<file path="src/pmsc_pkg.sv">
// Purpose: Constants and types shared by the MAC-side control register bank.
// Assumes: 16-bit registers reached by a plain strobe port with one-cycle read latency.
// Notes: Offsets are register indices on the management port.
//
// Summary of operation
// - Bypass permission bit resets to 1; written value applies only after soft reset.
// - Bypass outcome reads 1 when link came up by bypass timer expiry.
// - Bypass outcome reads 0 after normal negotiation; cleared by both resets.
// - Whenever bypass outcome reads 1, fiber negotiation-complete bit 11 reads 0.
// - Transmitter disable bit gates fiber transmitter; resets 0, kept over soft reset.
// - Three-bit amplitude code, default 2, kept over soft reset.
// - Odd-nibble preamble bit: 0 pads, 1 passes; default 1.
// - Receive-clock power bit: 1 keeps clock running, 0 allows stopping; default 1.
// - Power control applies on power-down bits or energy detect state.
// - Receive-clock power change takes effect only at a software reset.
// - Interrupt enables for FIFO error bit 7, idle inserted 3, idle deleted 2.
// - FIFO over/underflow status latches high; cleared by both resets.
package pmsc_pkg;
	localparam int          REG_W        = 16;
	localparam int          ADDR_W       = 5;
	localparam logic [4:0]  OFS_SERCTL   = 5'h1a;
	localparam logic [4:0]  OFS_MACCTL   = 5'h10;
	localparam logic [4:0]  OFS_INTEN    = 5'h12;
	localparam logic [4:0]  OFS_STATUS   = 5'h13;
	localparam logic [4:0]  OFS_FIBST    = 5'h11;
	// Serial control fields.
	localparam int          B_BYPEN      = 6;
	localparam int          B_BYPST      = 5;
	localparam int          B_SRES4      = 4;
	localparam int          B_TXDIS      = 3;
	localparam int          B_AMPHI      = 2;
	// Only the outcome bit is read-only; the permission bit is stored as a pending value.
	localparam logic [15:0] SERCTL_WMASK = 16'hffdf;
	localparam logic [15:0] SERCTL_RST   = 16'h0042;
	// MAC control fields.
	localparam int          B_ODDPASS    = 6;
	localparam int          B_RXCKON     = 3;
	localparam logic [15:0] MACCTL_RST   = 16'h4448;
	// Interrupt enable and status fields.
	localparam int          B_FIFOERR    = 7;
	localparam int          B_IDLEINS    = 3;
	localparam int          B_IDLEDEL    = 2;
	localparam logic [15:0] INTEN_RST    = 16'h0000;
	localparam logic [15:0] EVENT_MASK   = 16'h008c;
	localparam int          B_FIBANC     = 11;
	localparam logic [15:0] ZERO16       = 16'h0000;
	typedef enum logic [1:0] {LINK_DOWN, LINK_BYPASS, LINK_NEGOTIATED} pmsc_link_t;
endpackage : pmsc_pkg

</file>
<file path="src/pmsc_ev_if.sv">
// Purpose: Carries latched event status between the bank and its status latch.
// Assumes: One clock domain.
// Notes: Clear-on-read strobe comes from the bank.
`timescale 1ns/100ps
`default_nettype none
interface pmsc_ev_if;
	logic [15:0] rawEvt;
	logic        rdClr;
	logic [15:0] latched;
	modport bank  (output rawEvt, output rdClr, input latched);
	modport latch (input rawEvt, input rdClr, output latched);
endinterface : pmsc_ev_if
`default_nettype wire

</file>
<file path="src/pmsc_evt_latch.sv">
// Purpose: Latched-high event status bits with clear on read.
// Assumes: Events are single-cycle or level conditions.
// Notes: A set in the read cycle wins, so no event is lost.
`timescale 1ns/100ps
`default_nettype none
module pmsc_evt_latch
	import pmsc_pkg::*;
(
	// Clock and reset
	input  wire logic mclk,
	input  wire logic rst_n,
	input  wire logic swRst,
	// Event carrier
	pmsc_ev_if.latch  ev
);
	genvar i;
	generate
		for (i = 0; i < REG_W; i++) begin : g_bit
			if (EVENT_MASK[i]) begin : g_ev
				logic bit_q;
				always_ff @(posedge mclk or negedge rst_n) begin
					if (!rst_n)
						bit_q <= 1'b0;
					else if (ev.rawEvt[i])
						bit_q <= 1'b1;
					else if (ev.rdClr || swRst)
						bit_q <= 1'b0;
				end
				assign ev.latched[i] = bit_q;
			end else begin : g_res
				assign ev.latched[i] = 1'b0;
			end
		end
	endgenerate
endmodule : pmsc_evt_latch
`default_nettype wire

</file>
<file path="src/pmsc_bypass_track.sv">
// Purpose: Records how the serial link last came up.
// Assumes: Up indications are single-cycle pulses from the link logic.
// Notes: Bypass is only honoured while the applied permission bit is set.
`timescale 1ns/100ps
`default_nettype none
module pmsc_bypass_track
	import pmsc_pkg::*;
(
	// Clock and reset
	input  wire logic mclk,
	input  wire logic rst_n,
	input  wire logic swRst,
	// Link events
	input  wire logic bypassAllowed,
	input  wire logic upByBypass,
	input  wire logic upByNegotiation,
	input  wire logic linkDown,
	// Outcome
	output logic      bypassOutcome
);
	pmsc_link_t state_q;
	always_ff @(posedge mclk or negedge rst_n) begin
		if (!rst_n)
			state_q <= LINK_DOWN;
		else if (swRst || linkDown)
			state_q <= LINK_DOWN;
		else
			case (state_q)
				LINK_DOWN: begin
					if (upByBypass && bypassAllowed)
						state_q <= LINK_BYPASS;
					else if (upByNegotiation)
						state_q <= LINK_NEGOTIATED;
				end
				LINK_BYPASS:     state_q <= LINK_BYPASS;
				LINK_NEGOTIATED: state_q <= LINK_NEGOTIATED;
				default:         state_q <= LINK_DOWN;
			endcase
	end
	assign bypassOutcome = (state_q == LINK_BYPASS);
endmodule : pmsc_bypass_track
`default_nettype wire

</file>
<file path="src/pmsc_regs.sv">
// Purpose: MAC-side and serial-link control and status register bank.
// Assumes: Management port strobes are synchronous, one cycle, never both at once.
// Notes: Fields marked disruptive take effect only at a software reset.
`timescale 1ns/100ps
`default_nettype none
module pmsc_regs
	import pmsc_pkg::*;
(
	// Clock and reset
	input  wire logic              mclk,
	input  wire logic              rst_n,
	input  wire logic              swRst,
	// Management port
	input  wire logic [ADDR_W-1:0] regAddr,
	input  wire logic [REG_W-1:0]  regWdata,
	input  wire logic              regWr,
	input  wire logic              regRd,
	output logic      [REG_W-1:0]  regRdata,
	// Link status inputs
	input  wire logic              upByBypass,
	input  wire logic              upByNegotiation,
	input  wire logic              serLinkDown,
	input  wire logic              fibNegComplete,
	// Copper FIFO events
	input  wire logic              fifoErr,
	input  wire logic              idleInserted,
	input  wire logic              idleDeleted,
	// Power-down sources
	input  wire logic              pwrDownMain,
	input  wire logic              pwrDownCopper,
	input  wire logic              energyDetect,
	// Controls
	output logic                   bypassEnable,
	output logic                   fiberTxDisable,
	output logic      [2:0]        serAmplitude,
	output logic                   passOddPreamble,
	output logic                   rxClkRun,
	output logic                   irq
);
	logic [REG_W-1:0] serCtl_q;
	logic [REG_W-1:0] macCtl_q;
	logic [REG_W-1:0] intEn_q;
	logic             bypEnApplied_q;
	logic             oddPassApplied_q;
	logic             rxCkApplied_q;
	logic [REG_W-1:0] rdata_q;
	logic             bypassOutcome;
	logic             fibNegShown;

	pmsc_ev_if ev ();

	// Serial control: disruptive bits hold a pending value until soft reset.
	always_ff @(posedge mclk or negedge rst_n) begin
		if (!rst_n)
			serCtl_q <= SERCTL_RST;
		else if (regWr && regAddr == OFS_SERCTL)
			serCtl_q <= regWdata & SERCTL_WMASK;
	end

	always_ff @(posedge mclk or negedge rst_n) begin
		if (!rst_n)
			bypEnApplied_q <= SERCTL_RST[B_BYPEN];
		else if (swRst)
			bypEnApplied_q <= serCtl_q[B_BYPEN];
	end

	// MAC control: reserved bits are stored as written; software keeps them at reset values.
	always_ff @(posedge mclk or negedge rst_n) begin
		if (!rst_n)
			macCtl_q <= MACCTL_RST;
		else if (regWr && regAddr == OFS_MACCTL)
			macCtl_q <= regWdata;
	end

	// Applying at soft reset avoids glitching the receive clock mid-frame.
	always_ff @(posedge mclk or negedge rst_n) begin
		if (!rst_n) begin
			oddPassApplied_q <= MACCTL_RST[B_ODDPASS];
			rxCkApplied_q    <= MACCTL_RST[B_RXCKON];
		end else if (swRst) begin
			oddPassApplied_q <= macCtl_q[B_ODDPASS];
			rxCkApplied_q    <= macCtl_q[B_RXCKON];
		end
	end

	// Interrupt enables: retained over soft reset.
	always_ff @(posedge mclk or negedge rst_n) begin
		if (!rst_n)
			intEn_q <= INTEN_RST;
		else if (regWr && regAddr == OFS_INTEN)
			intEn_q <= regWdata & EVENT_MASK;
	end

	pmsc_bypass_track u_byp (
		.mclk            (mclk),
		.rst_n           (rst_n),
		.swRst           (swRst),
		.bypassAllowed   (bypEnApplied_q),
		.upByBypass      (upByBypass),
		.upByNegotiation (upByNegotiation),
		.linkDown        (serLinkDown),
		.bypassOutcome   (bypassOutcome)
	);

	always_comb begin
		ev.rawEvt             = ZERO16;
		ev.rawEvt[B_FIFOERR]  = fifoErr;
		ev.rawEvt[B_IDLEINS]  = idleInserted;
		ev.rawEvt[B_IDLEDEL]  = idleDeleted;
	end
	assign ev.rdClr = regRd && (regAddr == OFS_STATUS);

	pmsc_evt_latch u_lat (
		.mclk  (mclk),
		.rst_n (rst_n),
		.swRst (swRst),
		.ev    (ev)
	);

	// Negotiation-complete indication is masked while the link is up by bypass.
	assign fibNegShown = fibNegComplete && !bypassOutcome;

	always_ff @(posedge mclk or negedge rst_n) begin
		if (!rst_n)
			rdata_q <= ZERO16;
		else if (regRd) begin
			case (regAddr)
				OFS_SERCTL: begin
					rdata_q          <= serCtl_q;
					rdata_q[B_BYPST] <= bypassOutcome;
				end
				OFS_MACCTL: rdata_q <= macCtl_q;
				OFS_INTEN:  rdata_q <= intEn_q;
				OFS_STATUS: rdata_q <= ev.latched;
				OFS_FIBST: begin
					rdata_q           <= ZERO16;
					rdata_q[B_FIBANC] <= fibNegShown;
				end
				default:    rdata_q <= ZERO16;
			endcase
		end else
			rdata_q <= ZERO16;
	end
	assign regRdata = rdata_q;

	assign bypassEnable    = bypEnApplied_q;
	assign fiberTxDisable  = serCtl_q[B_TXDIS];
	assign serAmplitude    = serCtl_q[B_AMPHI:0];
	assign passOddPreamble = oddPassApplied_q;
	// The clock may stop only in a power-down or energy detect state.
	assign rxClkRun = rxCkApplied_q || !(pwrDownMain || pwrDownCopper || energyDetect);
	assign irq      = |(ev.latched & intEn_q);
endmodule : pmsc_regs
`default_nettype wire

</file>
<file path="config.mk">
export PLATFORM = sky130hd
export DESIGN_NAME = pmsc_regs
export DESIGN_NICKNAME = d
export VERILOG_FILES = /design/src/pmsc_pkg.sv /design/src/pmsc_ev_if.sv /design/src/pmsc_evt_latch.sv /design/src/pmsc_bypass_track.sv /design/src/pmsc_regs.sv
export SDC_FILE = /design/constraint.sdc
export NUM_CORES = 1
export LEC_CHECK = 0
export BUFFER_PORTS_ARGS = -buffer_cell sky130_fd_sc_hd__buf_2
export CELL_PAD_IN_SITES_DETAIL_PLACEMENT = 0
export CELL_PAD_IN_SITES_GLOBAL_PLACEMENT = 1
export CORE_ASPECT_RATIO = 0.5
export CORE_MARGIN = 5
export CORE_UTILIZATION = 46
export CTS_CLUSTER_DIAMETER = 80
export DETAILED_ROUTE_END_ITERATION = 8
export PLACE_DENSITY = 0.87
export SYNTH_ARGS = -nofsm -noshare
export SYNTH_HDL_FRONTEND = slang
export SYNTH_HIERARCHICAL = 1
export SYNTH_SLANG_ARGS = --single-unit
</file>
<file path="constraint.sdc">
create_clock -name mclk -period 2.53 [get_ports mclk]
set_clock_uncertainty 0.2 [all_clocks]
set_input_delay 0.3795 -clock mclk [delete_from_list [all_inputs] [get_ports mclk]]
set_output_delay 0.3795 -clock mclk [all_outputs]
set_load 0.05 [all_outputs]
</file>
==> results.tsv <==
metric	value	unit
outcome	finished, final reports clean	
endpoints failing setup	0	
commonest non-fill, non-tap cell in the layout	buf_2	
Mapped Area	2799	um^2
Worst Path Arrival	1.38	ns
Rows	20	
initial DRC count	55	
HP Class	in -> reg	
Residual DRC	0	
Crit. End Element	output port	
worst-margin pin slew	0.6800	ns
die height	65.16	um
fillcell total	515	
Routed wire per std cell	17.20	um
Chip Width	120.3	um
Synth warnings	6	
PortBufs	59	
post-route minimum period	1.964	ns
DR vias	1895	
largest net degree at the start of global routing	31	
GRT Util Overall	0.1732	
RSZ-0062 raised after global routing	false	
Die Area	7839	um^2
Pins Over Slew Limit	0	
LEAKAGE	1.595	nW
I/O pin cnt	60	
worst skew pair latency	0.32	ns
combinational share of power	0.159	
commonest non-fill, non-tap cells in the layout	buf_2, dfrtp_1, nand3_1	
number of buffers created by CTS	9	
GP Congestion	0.8060	
share of layout cells above drive strength 1	0.4787	
Syn Inst Count	222	
Slew HR	0.5467	
Hold Vio Cnt, Final	0	
nature of the critical path startpoint	flip-flop	
Max Fanout on Critical Path	3	
Sum Neg Setup Slack	0	ns
CTS clk-pin slew, worst paths	0.05	ns
H-tree levels	3	
Critical Path RT	1.95	ns
Cell Pwr Density	797.1	nW/um^2
clock buffer depth	2	
Nets	313	
initial antenna violation count	0	
Period Utilization, post-route	0.7762	
R2R setup slack	1.23	ns
WL final	6175	um
vias in the first global route	2069	
MaxCap Viol Count	0	
Internal	1.980	mW
root buf cell	clkbuf_16	
Final ANT Viol Nets	0	
Sw Ratio	0.2572	
hold slack final	0.04053	ns
grt ovf	0	
P_sw	685.3	uW
first-pass GRT wire length	10420	um
VDD IR max	0.0003277	V
fmax	509.2	MHz
WS Path Type	reg -> out	
syn avg cell area	12.61	um^2
ANT cells	0	
CTS tree	built	
Core ar.	5981	um^2
HPWL Detailed	4341	um
TritonRoute pass-1 iters	5	
Area Growth Syn to Fin	19.45	%
initial core utilization	0.4680	
post-DR vias/cell	5.279	
Clk pwr share	0.407	
Clock Sinks	58	
Flop pwr share	0.434	
## what timing repair did
action,CTS,global route
hold buffers,1,0
resized for setup,0,0
endpoints found under the hold margin,22,0
buffers inserted,0,0
## layout make-up
class / instances / area (um^2) / share of cell area
Sequential cell: 58 / 1463 / 0.4375
Multi-Input combinational cell: 141 / 1146 / 0.3428
Timing Repair Buffer: 65 / 355.3 / 0.1063
Clock buffer: 13 / 260.3 / 0.07784
Tap cell: 77 / 96.34 / 0.02882
Clock inverter: 3 / 15.01 / 0.004491
Inverter: 2 / 7.507 / 0.002246
## metal layers
layer	wire length [um]	global-route usage	up-vias
met2	2943	0.2795	62
met4	77	0.07910	0
met3	275	0.03869	8
li1	-	-	882
met5	0	0	-
met1	2878	0.2266	943
## final timing paths
check / start / end / depth (start not counted)
max in group asynchronous: rst_n / macCtl_q[10] / 3
min in group asynchronous: rst_n / serCtl_q[0] / 2
max: intEn_q[7] / irq / 3
min: fifoErr / u_lat/g_bit[7].g_ev.bit_q / 2
max reg2reg: u_byp/state_q[0] / regRdata[11] / 4
min reg2reg: u_byp/state_q[1] / u_byp/state_q[0] / 1
## through the flow
stage	std cells	power [mW]	area, um^2	util	worst slack (ns)
6_report	359	2.665	3343	0.5590	0.5663
5_1_grt	359	2.777	3343	0.5590	0.4330
4_1_cts	359	2.685	3343	0.5590	0.5632
3_5_place_dp	342	1.592	3058	0.5113	0.5230
3_3_place_gp	342	1.572	3058	0.5113	0.5526
2_1_floorplan	234	1.484	2844	-	0.6507
## power groups by stage
stage	Sequential [mW]	Clock, mW	Combinational (mW)
6_report	1.16	1.08	0.423
5_1_grt	1.17	1.15	0.454
4_1_cts	1.16	1.10	0.426
3_5_place_dp	1.17	0	0.423
3_3_place_gp	1.16	0	0.411
2_1_floorplan	1.18	0	0.301
## sequential cells by signal (all words and copies together), names as in the netlist
name and cells:
macCtl_q 16, regRdata 16, serCtl_q 15, intEn_q 3, u_lat/g_bit.g_ev.bit_q 3, u_byp/state_q 2
bypassEnable 1, passOddPreamble 1, rxCkApplied_q 1
## worst max-delay path, cell delays in order, from the launching register on
cell and delay [ns]:
dfrtp_1 0.39, a222oi_1 0.39, inv_1 0.06, buf_2 0.21
Note: power is estimated with default switching activity, not from simulation.
